File: config.mk
export PLATFORM = sky130hd
export DESIGN_NAME = sic_interrupt_config
export DESIGN_NICKNAME = d
export VERILOG_FILES = /design/src/design/sic_pkg.sv /design/src/design/sic_icr_bank.sv /design/src/design/sic_interrupt_config.sv
export SDC_FILE = /design/constraint.sdc
export NUM_CORES = 1
export LEC_CHECK = 0
export BUFFER_PORTS_ARGS = -buffer_cell sky130_fd_sc_hd__buf_2
export CAP_MARGIN = 30
export CORE_AREA = 5 5 149 151
export DETAILED_ROUTE_END_ITERATION = 10
export DIE_AREA = 0 0 154 156
export PLACE_DENSITY = 0.82
export SYNTH_ARGS = -nofsm -noshare
export SYNTH_HDL_FRONTEND = slang
export SYNTH_SLANG_ARGS = --single-unit
File: constraint.sdc
create_clock -name mclk -period 59.9 [get_ports mclk]
set_clock_uncertainty 0.2 [all_clocks]
set_input_delay 11.98 -clock mclk [delete_from_list [all_inputs] [get_ports mclk]]
set_output_delay 11.98 -clock mclk [all_outputs]
set_load 0.1 [all_outputs]
File: src/design/sic_pkg.sv
package sic_pkg;

    // ----------------------------------------------------------------
    // sizes
    // ----------------------------------------------------------------
    localparam int NSRC = 15;
    localparam int SCFG_W = 8;
    localparam int ADDR_W = 12;
    localparam int IDX_W = 10;

    // ----------------------------------------------------------------
    // register indices (byte address is four times the index)
    // ----------------------------------------------------------------
    localparam logic [IDX_W-1:0] IDX_CFG = 10'h003;
    localparam logic [IDX_W-1:0] IDX_SCFG1 = 10'h014;
    localparam logic [IDX_W-1:0] IDX_SCFG15 = 10'h022;
    localparam logic [IDX_W-1:0] IDX_MASK = 10'h036;
    localparam logic [IDX_W-1:0] IDX_PEND = 10'h03a;
    localparam logic [IDX_W-1:0] IDX_WDV = 10'h042;

    // ----------------------------------------------------------------
    // reset values and field layout
    // ----------------------------------------------------------------
    localparam logic [7:0] CFG_RESET = 8'hc0;
    localparam logic [7:0] CFG_MASK = 8'he0;
    localparam int CFG_FRZ_WD_BIT = 7;
    localparam int CFG_FRZ_BM_BIT = 6;
    localparam int CFG_LOCK_BIT = 5;
    localparam logic [15:0] MASK_RESET = 16'h3ffe;
    localparam logic [15:0] MASK_VALID = 16'hfffe;
    localparam logic [7:0] WDV_RESET = 8'h0f;
    // entry 0 (low byte) belongs to source 1
    localparam logic [NSRC*SCFG_W-1:0] SCFG_RESET_FLAT = {
        8'h00, 8'h00, 8'h00, 8'h00, 8'h80, 8'h80, 8'h80, 8'h1c,
        8'h1c, 8'h18, 8'h14, 8'h10, 8'h0c, 8'h08, 8'h04};

    // ----------------------------------------------------------------
    // source numbers and fixed values
    // ----------------------------------------------------------------
    localparam int SRC_EXT_LAST = 7;
    localparam int SRC_WDOG = 8;
    localparam int SRC_TMR1 = 9;
    localparam int SRC_TWI = 11;
    localparam logic [2:0] LEVEL_WDOG = 3'h7;
    localparam logic [7:0] AUTOVEC_BASE = 8'h18;
    // external slots 2, 3, 5 and 6 only exist in encoded mode
    localparam logic [15:0] ENC_ONLY_SRCS = 16'h006c;

    // ----------------------------------------------------------------
    // types
    // ----------------------------------------------------------------
    typedef struct packed {
        logic auto_vector_on;
        logic [1:0] rsvd;
        logic [2:0] int_level_field;
        logic [1:0] int_priority_field;
    } sic_scfg_s;

    typedef struct packed {
        logic done;
        logic auto;
        logic [3:0] src;
        logic [7:0] vector;
    } sic_ack_s;

    typedef enum logic [1:0] {BUS_IDLE, BUS_OWNED, BUS_LOCKED} sic_bus_e;

    // force the reserved and fixed fields of one source's config byte
    function automatic logic [7:0] sic_fix_scfg(input int src, input logic [7:0] d);
        sic_scfg_s r;
        r = sic_scfg_s'(d);
        r.rsvd = 2'h0;
        if (src <= SRC_EXT_LAST) begin
            r.int_level_field = src[2:0];
        end
        if (src == SRC_WDOG) begin
            r.int_level_field = LEVEL_WDOG;
            r.auto_vector_on = 1'b0;
        end
        if (src >= SRC_TMR1 && src <= SRC_TWI) begin
            r.auto_vector_on = 1'b1;
        end
        return r;
    endfunction

    // autovector number for a level
    function automatic logic [7:0] sic_autovec(input logic [2:0] lvl);
        return AUTOVEC_BASE + {5'h00, lvl};
    endfunction

endpackage

File: src/design/sic_icr_bank.sv
// small register bank holding the per-source config bytes
module sic_scfg_bank #(
    parameter int N = 15,
    parameter int W = 8,
    parameter logic [N*W-1:0] RESET_FLAT = '0
) (
    input wire logic mclk,
    input wire logic reset_n,
    input wire logic wr_en,
    input wire logic [3:0] wr_idx,
    input wire logic [W-1:0] wr_data,
    input wire logic rd_en,
    input wire logic [3:0] rd_idx,
    output logic [W-1:0] rd_data,
    output logic [N*W-1:0] all_flat
);

    logic [N*W-1:0] mem_r;

    // each entry resets to its own value
    always_ff @(posedge mclk or negedge reset_n) begin
        if (!reset_n) begin
            mem_r <= RESET_FLAT;
        end else if (wr_en && int'(wr_idx) < N) begin
            mem_r[wr_idx*W +: W] <= wr_data;
        end
    end

    // read data is registered; out-of-range index reads zero
    always_ff @(posedge mclk or negedge reset_n) begin
        if (!reset_n) begin
            rd_data <= '0;
        end else if (rd_en) begin
            rd_data <= (int'(rd_idx) < N) ? mem_r[rd_idx*W +: W] : '0;
        end
    end

    assign all_flat = mem_r;

endmodule

File: src/design/sic_interrupt_config.sv
// Summary of operation
// - internal freeze follows the core's debug halt mode.
// - reset loads both freeze enables as one and bus lock as zero.
// - watchdog halts during freeze only when its freeze bit is one.
// - bus monitor halts during freeze only when its freeze bit is one.
// - lock off: bus driven drops once grant gone and cycle finished.
// - lock on: bus driven rises with grant, held until lock cleared.
// - one read-write 8-bit config byte per source, own reset value.
// - external levels fixed to their own level; watchdog level fixed at 7.
// - individual external mode ignores config of external levels 2,3,5,6.
// - autovector is level plus 24 during acknowledge.
// - watchdog autovector bit reads zero; vector from watchdog vector register.
// - timers and two-wire unit autovector bit always one.
// - level 7 highest, 1 lowest, 0 means no request.
// - priority 3 highest, 0 lowest, within one level.
// - autovector bit 7, level bits 4..2, priority bits 1..0.
// - mask bit set masks, clear enables.
// - masked sources still set pending, but no request to core.
// - mask bits: externals 1-7, watchdog 8, timers 9-10, two-wire 11, serial, dma.
// - reset sets mask bits 1 to 13; non-reserved bits 14 and 15 reset clear.
//
// Implementation choices: the APB register port and the register offsets.
module sic_interrupt_config
    import sic_pkg::*;
(
    input wire logic mclk,
    input wire logic reset_n,
    // apb slave
    input wire logic psel,
    input wire logic penable,
    input wire logic pwrite,
    input wire logic [ADDR_W-1:0] paddr,
    input wire logic [31:0] pwdata,
    input wire logic [3:0] pstrb,
    output logic [31:0] prdata,
    output logic pready,
    output logic pslverr,
    // debug and protection
    input wire logic debug_halt_mode,
    output logic freeze_out,
    output logic watchdog_halt,
    output logic bus_monitor_halt,
    // bus ownership
    input wire logic bus_grant_in,
    input wire logic bus_cycle_busy,
    output logic bus_driven_out,
    // interrupt sources
    input wire logic [7:1] external_request_bits,
    input wire logic ext_individual,
    input wire logic [15:8] internal_request_bits,
    // core side
    output logic [2:0] core_ipl,
    input wire logic iack_req,
    input wire logic [2:0] iack_level,
    output logic iack_done,
    output logic iack_auto,
    output logic [3:0] iack_src,
    output logic [7:0] iack_vector
);

    // ----------------------------------------------------------------
    // register state
    // ----------------------------------------------------------------
    logic [7:0] cfg_r;
    logic [15:0] mask_r;
    logic [15:0] pending_flags;
    logic [7:0] wdv_r;
    logic freeze_r;
    logic wd_halt_r;
    logic bm_halt_r;
    sic_bus_e bus_state_r;
    sic_bus_e bus_state_nxt;
    sic_ack_s ack_r;
    sic_ack_s ack_nxt;
    logic [31:0] prdata_r;
    logic scfg_rd_r;
    logic [SCFG_W-1:0] scfg_rd_data;
    logic [NSRC*SCFG_W-1:0] scfg_flat;

    // ----------------------------------------------------------------
    // apb decode
    // ----------------------------------------------------------------
    wire [IDX_W-1:0] word_idx = paddr[ADDR_W-1:2];
    wire setup_phase = psel && !penable;
    wire access_phase = psel && penable;
    wire hit_cfg = (word_idx == IDX_CFG);
    wire hit_scfg = (word_idx >= IDX_SCFG1) && (word_idx <= IDX_SCFG15);
    wire hit_mask = (word_idx == IDX_MASK);
    wire hit_pend = (word_idx == IDX_PEND);
    wire hit_wdv = (word_idx == IDX_WDV);
    wire hit_any = hit_cfg | hit_scfg | hit_mask | hit_pend | hit_wdv;
    wire [IDX_W-1:0] scfg_off = word_idx - IDX_SCFG1;
    wire [3:0] scfg_idx = scfg_off[3:0];
    wire wr_fire = access_phase && pwrite && hit_any;
    wire wr_low = wr_fire && pstrb[0];
    wire wr_high = wr_fire && pstrb[1];

    // zero-wait slave; unmapped words answer with an error
    assign pready = 1'b1;
    assign pslverr = access_phase && !hit_any;
    assign prdata = scfg_rd_r ? {24'h000000, scfg_rd_data} : prdata_r;

    // ----------------------------------------------------------------
    // read path: data captured in the setup cycle
    // ----------------------------------------------------------------
    wire [31:0] rd_mux =
        hit_cfg ? {24'h000000, cfg_r} :
        hit_mask ? {16'h0000, mask_r} :
        hit_pend ? {16'h0000, pending_flags} :
        hit_wdv ? {24'h000000, wdv_r} : 32'h00000000;

    always_ff @(posedge mclk or negedge reset_n) begin
        if (!reset_n) begin
            prdata_r <= 32'h00000000;
            scfg_rd_r <= 1'b0;
        end else if (setup_phase) begin
            prdata_r <= rd_mux;
            scfg_rd_r <= hit_scfg && !pwrite;
        end
    end

    // ----------------------------------------------------------------
    // config byte bank
    // ----------------------------------------------------------------
    // fixed fields
    wire [7:0] scfg_wr_data = sic_fix_scfg(int'(scfg_idx) + 1, pwdata[7:0]);

    sic_scfg_bank #(
        .N(NSRC),
        .W(SCFG_W),
        .RESET_FLAT(SCFG_RESET_FLAT)
    ) u_bank (
        .mclk(mclk),
        .reset_n(reset_n),
        .wr_en(wr_low && hit_scfg),
        .wr_idx(scfg_idx),
        .wr_data(scfg_wr_data),
        .rd_en(setup_phase && hit_scfg),
        .rd_idx(scfg_idx),
        .rd_data(scfg_rd_data),
        .all_flat(scfg_flat)
    );

    // ----------------------------------------------------------------
    // configuration, mask and watchdog vector registers
    // ----------------------------------------------------------------
    // reset of freeze and lock bits
    always_ff @(posedge mclk or negedge reset_n) begin
        if (!reset_n) begin
            cfg_r <= CFG_RESET;
        end else if (wr_low && hit_cfg) begin
            cfg_r <= pwdata[7:0] & CFG_MASK;
        end
    end

    // mask register, bit n is source n, bit 0 reserved
    always_ff @(posedge mclk or negedge reset_n) begin
        if (!reset_n) begin
            mask_r <= MASK_RESET;
        end else if (hit_mask) begin
            if (wr_low) begin
                mask_r[7:0] <= pwdata[7:0] & MASK_VALID[7:0];
            end
            if (wr_high) begin
                mask_r[15:8] <= pwdata[15:8] & MASK_VALID[15:8];
            end
        end
    end

    always_ff @(posedge mclk or negedge reset_n) begin
        if (!reset_n) begin
            wdv_r <= WDV_RESET;
        end else if (wr_low && hit_wdv) begin
            wdv_r <= pwdata[7:0];
        end
    end

    // ----------------------------------------------------------------
    // freeze and halt outputs
    // ----------------------------------------------------------------
    // halts follow debug mode and freeze enables
    always_ff @(posedge mclk or negedge reset_n) begin
        if (!reset_n) begin
            freeze_r <= 1'b0;
            wd_halt_r <= 1'b0;
            bm_halt_r <= 1'b0;
        end else begin
            freeze_r <= debug_halt_mode;
            wd_halt_r <= debug_halt_mode && cfg_r[CFG_FRZ_WD_BIT];
            bm_halt_r <= debug_halt_mode && cfg_r[CFG_FRZ_BM_BIT];
        end
    end

    assign freeze_out = freeze_r;
    assign watchdog_halt = wd_halt_r;
    assign bus_monitor_halt = bm_halt_r;

    // ----------------------------------------------------------------
    // bus ownership
    // ----------------------------------------------------------------
    wire bus_lock_ctl = cfg_r[CFG_LOCK_BIT];

    // lock holds ownership through grant loss so no other master can split
    // a locked sequence
    always_comb begin
        bus_state_nxt = bus_state_r;
        case (bus_state_r)
            BUS_IDLE: begin
                if (bus_grant_in) begin
                    bus_state_nxt = bus_lock_ctl ? BUS_LOCKED : BUS_OWNED;
                end
            end
            BUS_OWNED: begin
                if (bus_lock_ctl) begin
                    bus_state_nxt = BUS_LOCKED;
                // release after grant and cycle end
                end else if (!bus_grant_in && !bus_cycle_busy) begin
                    bus_state_nxt = BUS_IDLE;
                end
            end
            BUS_LOCKED: begin
                if (!bus_lock_ctl) begin
                    bus_state_nxt = BUS_OWNED;
                end
            end
            default: bus_state_nxt = BUS_IDLE;
        endcase
    end

    always_ff @(posedge mclk or negedge reset_n) begin
        if (!reset_n) begin
            bus_state_r <= BUS_IDLE;
        end else begin
            bus_state_r <= bus_state_nxt;
        end
    end

    assign bus_driven_out = (bus_state_r != BUS_IDLE);

    // ----------------------------------------------------------------
    // pending capture
    // ----------------------------------------------------------------
    // pending set regardless of mask
    always_ff @(posedge mclk or negedge reset_n) begin
        if (!reset_n) begin
            pending_flags <= 16'h0000;
        end else begin
            pending_flags <= {internal_request_bits, external_request_bits, 1'b0};
        end
    end

    // ----------------------------------------------------------------
    // arbitration
    // ----------------------------------------------------------------
    logic [4:0] best_key;
    logic [3:0] best_src;
    logic best_auto_vector_on;

    // scans all sources for the largest level/priority key
    always_comb begin
        sic_scfg_s c;
        logic elig;
        logic [4:0] key;
        best_key = 5'h00;
        best_src = 4'h0;
        best_auto_vector_on = 1'b0;
        c = '0;
        elig = 1'b0;
        key = 5'h00;
        for (int s = 1; s <= NSRC; s++) begin
            c = sic_scfg_s'(scfg_flat[(s-1)*SCFG_W +: SCFG_W]);
            key = {c.int_level_field, c.int_priority_field};
            // masked sources never reach the core
            elig = pending_flags[s] && !mask_r[s] && (c.int_level_field != 3'h0);
            // unused encoded slots in individual mode
            if (ext_individual && ENC_ONLY_SRCS[s]) begin
                elig = 1'b0;
            end
            if (elig && key > best_key) begin
                best_key = key;
                best_src = s[3:0];
                best_auto_vector_on = c.auto_vector_on;
            end
        end
    end

    assign core_ipl = best_key[4:2];

    // ----------------------------------------------------------------
    // interrupt acknowledge
    // ----------------------------------------------------------------
    // answer one cycle after the request; a level with no winner gets
    // the autovector, which stands in for a spurious answer
    always_comb begin
        ack_nxt = '0;
        if (iack_req) begin
            ack_nxt.done = 1'b1;
            if (best_src != 4'h0 && iack_level == core_ipl) begin
                ack_nxt.src = best_src;
                if (int'(best_src) == SRC_WDOG) begin
                    ack_nxt.vector = wdv_r;
                end else if (best_auto_vector_on) begin
                    ack_nxt.auto = 1'b1;
                    ack_nxt.vector = sic_autovec(iack_level);
                end
                // otherwise the source supplies its vector
            end else begin
                ack_nxt.auto = 1'b1;
                ack_nxt.vector = sic_autovec(iack_level);
            end
        end
    end

    always_ff @(posedge mclk or negedge reset_n) begin
        if (!reset_n) begin
            ack_r <= '0;
        end else begin
            ack_r <= ack_nxt;
        end
    end

    assign iack_done = ack_r.done;
    assign iack_auto = ack_r.auto;
    assign iack_src = ack_r.src;
    assign iack_vector = ack_r.vector;

endmodule

==> results.json, run 1 <==
{
  "status": "completed",
  "cts_buffers": 17,
  "yosysMostFrequentCell": "nand2_1",
  "areaGrowthSynthToFinish_pct": 9.40,
  "netlist_area_um2": 12600,
  "synth_area_leaders": "dfrtp_1 (27%), mux2_2 (9.7%), dfstp_2 (7.7%)",
  "die_x_um": 154,
  "hold_buffers": 0,
  "antenna_found_initial": 0,
  "yosys_warnings": 0,
  "max_stage_delay_ns": 0.76,
  "post_synth_fa_ha_maj_area_fraction": 0.0624,
  "dp_cells": 1660,
  "fin_crit_ns": 52.76,
  "grt_setup_unrepaired": "no",
  "synth_top_area_frac": 0.273,
  "clock-sinks": 174,
  "start_kind": "input pin",
  "period_share": 0.881,
  "vias": 11200,
  "tightest_slew_ns": 0.917,
  "powerDensity_nw_per_um2": 20.0,
  "clk_path_buf_depth": 2,
  "grt_max_degree": 102,
  "fin_cells": 1694,
  "p_leak_uw": 0.00617,
  "port_buffers": 93,
  "synth_cell_types": 106,
  "synthXorXnorAreaFrac": 0.00907,
  "cts_root_buf": "clkbuf_16",
  "synthFlopType": "dfrtp_1",
  "ys_seq_elements": 174,
  "critPathKind": "input pin to output port",
  "n_antenna_cell": 0,
  "num_rows": 53,
  "grt_pass1_vias": 10700,
  "synth-edff-count": 0,
  "die-area_um2": 24000,
  "worstHoldPathType": "register to register",
  "setup_viol": 0,
  "ioPinCount": 131,
  "cp.required_ns": 47.72,
  "grt_usage": 0.307,
  "wl_per_cell_um": 22.0,
  "core_um2": 20700,
  "drt_pass1_iterations": 9,
  "grt_overflow": 0,
  "synth_top_area_cell": "dfrtp_1",
  "htreeDepth": 4,
  "max_freq_ghz": 0.0190,
  "ys_seq_area_frac": 0.350,
  "syn_inst": 1346,
  "drv_slew": 0,
  "clkTransAtPathRegs_ns": 0.07,
  "dpl.hpwl_mm": 27.7,
  "post_cts_resized": 0,
  "synth_compound_area_frac": 0.184,
  "holdWs_ns": 0.279,
  "synth_simple_gate_area_frac": 0.179,
  "drt-total-wl_mm": 37.2,
  "setup.worst_path.end_class": "output port",
  "synth_top_family_by_area": "compound AO/OA/AOI/OAI gates",
  "worstPathArrival_ns": 40.58,
  "gp_congestion": 1.05,
  "path_buf_inv": 11,
  "clkLatencyLatePin_ns": 0.45,
  "synth_common_cells": "nand2_1 (169), dfrtp_1 (137), mux2_2 (108)",
  "cts_tree": "yes",
  "cap_violations": 0,
  "drt-initial-drc-count": 1213,
  "peakVddDrop_v": 0.0000156,
  "max_slew_margin": 0.384,
  "post-route-drc-count": 0,
  "worst_path_most_repeated_cell": "ha_1",
  "avgSynthCellArea_um2": 9.33,
  "crit_family": "compound AO/OA/AOI/OAI gates",
  "post_cts_buffers": 0,
  "die_y_um": 156,
  "crit_slowest_cell": "a211oi_2",
  "critPathMaxFanout": 15,
  "start_util": 0.607,
  "ant_nets": 0,
  "synth.area.mux_share": 0.161,
  "async_flop_share": 1.00,
  "fin_setup_tns_ns": 0,
  "drive_gt1_frac": 0.249,
  "fin_util": 0.664,
  "nNetsFinal": 1543,
  "finalHoldViolations": 0,
  "drt-vias-per-instance": 6.60,
  "grt_first_pass_wirelength_mm": 58.6,
  "n_fill_cell": 1582
}
==> registers in the layout (all words and copies together) (netlist names), 2 cells and up <==
signal and cells:
iack_src 4, u_bank.rd_data 7, prdata_r 16, cfg_r 3, pending_flags 15, wdv_r 8
mask_r 15, u_bank.all_flat 90, iack_vector 8, bus_state_r 2
==> cell families (layout without fill, tap and decap cells) <==
kind of cell / after synthesis / in the layout
fa+ha+maj: 63 / 63
buf+inv: 153 / 211
xor+xnor: 13 / 13
flops: 174 / 174
compound gates: 326 / 326
mux: 157 / 157
other cells: 2 / 17
simple gates: 458 / 458
==> final timing paths <==
| kind | start | endpoint | slack, ns | cells past startpoint |
|---|---|---|---|---|
| max in group asynchronous | reset_n | u_bank.all_flat[71]$_DFFE_PN1P_ | 46.97 | 3 |
| max reg2reg | pending_flags[1]$_DFF_PN0_ | iack_vector[6]$_DFF_PN0_ | 28.73 | 125 |
| min in group asynchronous | reset_n | prdata_r[6]$_DFFE_PN0P_ | 11.42 | 1 |
| min | prdata_r[8]$_DFFE_PN0P_ | prdata_r[8]$_DFFE_PN0P_ | 0.28 | 2 |
| min reg2reg | prdata_r[8]$_DFFE_PN0P_ | prdata_r[8]$_DFFE_PN0P_ | 0.28 | 2 |
| max | ext_individual | core_ipl[0] | 7.14 | 121 |
==> metal layers <==
| layer | vias up | global-route usage | share of wire |
|---|---|---|---|
| li1 | 4997 | - | - |
| met2 | 706 | 0.487 | 0.45 |
| met3 | 143 | 0.0730 | 0.11 |
| met4 | 0 | 0.123 | 0.050 |
| met1 | 5333 | 0.409 | 0.39 |
| met5 | - | 0 | 0 |
==> worst reg2reg max path, delay by kind of cell, from the launching register on <==
kind / cells / cell delay, ns
muxes: 8 / 2.53
buffers and inverters: 9 / 0.98
adders and majority gates: 15 / 4.17
AOI/OAI and AO/OA: 49 / 13.28
DFF: 1 / 0.38
and+or+nand+nor: 44 / 9.55
==> power breakdown <==
group          leakage, uW  switching, uW  internal [uW]
Combinational      0.00367           31.8           11.8
Clock             0.000295           54.9           57.3
Sequential         0.00221          0.799            119
Total              0.00617           87.5            188
==> area by class of cell <==
type,instances,area (um^2),area share
multi-input combinational,1034,7550,0.549
sequential,174,4400,0.320
tap,275,344,0.0250
timing repair buffer,103,562,0.0409
clock buffer,18,439,0.0320
inverter,76,285,0.0208
clock inverter,14,163,0.0118
==> through the flow <==
| stage | setup WS, ns | cell area [um^2] | total power [uW] |
|---|---|---|---|
| final | 7.14 | 13700 | 275 |
| after global routing | 5.22 | 13700 | 284 |
| after CTS | 7.94 | 13700 | 274 |
| after detailed placement | 8.30 | 13100 | 164 |
| after global placement | 8.64 | 13100 | 163 |
| after floorplan | 12.15 | 12600 | 152 |
==> layout by cell type, fill, tap and decap left out, types with 21 or more instances in the layout <==
cell / instances
a21oi_1: 54
a22oi_1: 21
buf_2: 93
dfrtp_1: 137
dfstp_2: 37
ha_1: 61
inv_1: 75
mux2_2: 108
mux2i_1: 22
mux4_2: 24
nand2_1: 169
nand3_1: 30
nor2_1: 83
nor2b_1: 23
nor3_1: 31
o21ai_0: 87
Power figures use the tool's default switching activity.
==> run 2, diff against run 1 <==
CORE_AREA = 5 5 150 152   (was 5 5 149 151)
DIE_AREA = 0 0 155 157   (was 0 0 154 156)
PLACE_DENSITY = 0.81   (was 0.82)
clock period = 50.3 ns   (was 59.9 ns; I/O delays follow)
==> results.json, run 2 (same netlist as run 1, synthesis figures left out) <==
{
  "status": "completed",
  "n_fill_cell": 1662,
  "setup.worst_path.end_class": "output port",
  "areaGrowthSynthToFinish_pct": 9.16,
  "seq_area_um2": 4400,
  "post_cts_resized": 0,
  "port_buffers": 93,
  "drt_pass1_iterations": 5,
  "drv_slew": 0,
  "post_cts_buffers": 0,
  "drt-vias-per-instance": 6.53,
  "setup_viol": 0,
  "drive_gt1_frac": 0.249,
  "period_share": 0.953,
  "dpl.hpwl_mm": 27.7,
  "drt-initial-drc-count": 1294,
  "powerDensity_nw_per_um2": 23.6,
  "cts_buffers": 17,
  "die_y_um": 157,
  "peakVddDrop_v": 0.0000265,
  "p_leak_uw": 0.00615,
  "clock-sinks": 174,
  "start_kind": "input pin",
  "clkLatencyLatePin_ns": 0.44,
  "max_stage_delay_ns": 0.86,
  "hold_buffers": 0,
  "die_x_um": 155,
  "post-route-drc-count": 0,
  "max_slew_margin": 0.299,
  "clk_path_buf_depth": 2,
  "wl_per_cell_um": 21.6,
  "worstHoldPathType": "register to register",
  "grt_pass1_vias": 10400,
  "grt_first_pass_wirelength_mm": 57.4,
  "r2r-start": "pending_flags[1]$_DFF_PN0_",
  "final_area_um2": 13700,
  "final_cell_mix": "nand2_1 (169), dfrtp_1 (137), mux2_2 (108)",
  "cts_tree": "yes",
  "antenna_found_initial": 0,
  "grt_usage": 0.299,
  "worst_path_most_repeated_cell": "ha_1",
  "clkTransAtPathRegs_ns": 0.07,
  "critPathMaxFanout": 15,
  "holdWs_ns": 0.279,
  "final_common_cell": "nand2_1",
  "crit_start": "ext_individual",
  "start_util": 0.601,
  "vias": 11100,
  "max_freq_ghz": 0.0209,
  "num_rows": 53,
  "grt_setup_unrepaired": "no",
  "fin_setup_tns_ns": 0,
  "min_from": "prdata_r[8]$_DFFE_PN0P_",
  "grt_overflow": 0,
  "placed_cell_area_um2": 13100,
  "grt_max_degree": 111,
  "gp_congestion": 0.983,
  "worstPathArrival_ns": 37.66,
  "finalHoldViolations": 0,
  "tightest_slew_ns": 1.04,
  "core_um2": 20900,
  "n_antenna_cell": 0,
  "ant_nets": 0,
  "ioPinCount": 131,
  "nNetsFinal": 1543,
  "cp.required_ns": 40.04,
  "crit_slowest_cell": "nor4b_1",
  "cap_violations": 0,
  "critPathKind": "input pin to output port",
  "htreeDepth": 4,
  "drt-total-wl_mm": 36.5,
  "die-area_um2": 24300,
  "cts_root_buf": "clkbuf_16",
  "fin_crit_ns": 47.92,
  "multi_input_area_um2": 7550,
  "largest_reg_flops": 90
}
[run 2: changes by cell type in the layout (fill, tap and decap cells not counted)]
cell        change
buf_4           +1
clkinv_2        +1
clkinv_8        -3
inv_8           +1
clkbuf_8        -1
clkinv_4        -1
clkbuf_2        -1
clkinvlp_4      +3
[run 2: cell type report]
cell class	count	share of cell area
multi-input combinational	1034	0.550
sequential	174	0.321
timing repair buffer	103	0.0412
clock buffer	17	0.0310
tap	275	0.0251
inverter	76	0.0208
clock inverter	15	0.0105
[run 2: worst paths after layout]
path	endpoint	slack [ns]	cells after the start
worst max-delay path	core_ipl[1]	2.38	117
worst min-delay path	prdata_r[8]$_DFFE_PN0P_	0.28	2
worst max register to register	iack_vector[6]$_DFF_PN0_	20.15	121
worst min register to register	prdata_r[8]$_DFFE_PN0P_	0.28	2
max in group asynchronous	u_bank.all_flat[32]$_DFFE_PN0P_	39.13	3
min in group asynchronous	pending_flags[11]$_DFF_PN0_	9.21	1
[run 2: critical path, delay by kind of cell]
family,cells,cell delay (ns)
mux,8,2.53
fa+ha+maj,14,3.85
buf+inv,12,1.55
compound gates,43,11.12
simple gates,40,8.52
[run 2: power breakdown]
group / total [uW] / leakage (uW) / switching (uW) / internal [uW]
Clock: 129 / 0.000273 / 62.7 / 65.8
Sequential: 142 / 0.00221 / 0.984 / 141
Combinational: 51.9 / 0.00367 / 37.8 / 14.1
Total: 323 / 0.00615 / 101 / 221
[run 2: per-layer routing]
metal,share of wire,GRT usage
met1,0.40,0.401
met2,0.46,0.483
met3,0.099,0.0539
met4,0.040,0.122
met5,0,0
[run 2: per-stage QoR]
step | utilization | cells | total power (uW) | worst slack, ns
floorplan | - | 1361 | 181 | 6.39
global placement | 0.627 | 1658 | 195 | 2.91
detailed placement | 0.628 | 1661 | 195 | 2.88
CTS | 0.655 | 1693 | 322 | 2.80
global route | 0.656 | 1694 | 333 | 0.333
finish | 0.656 | 1694 | 323 | 2.38
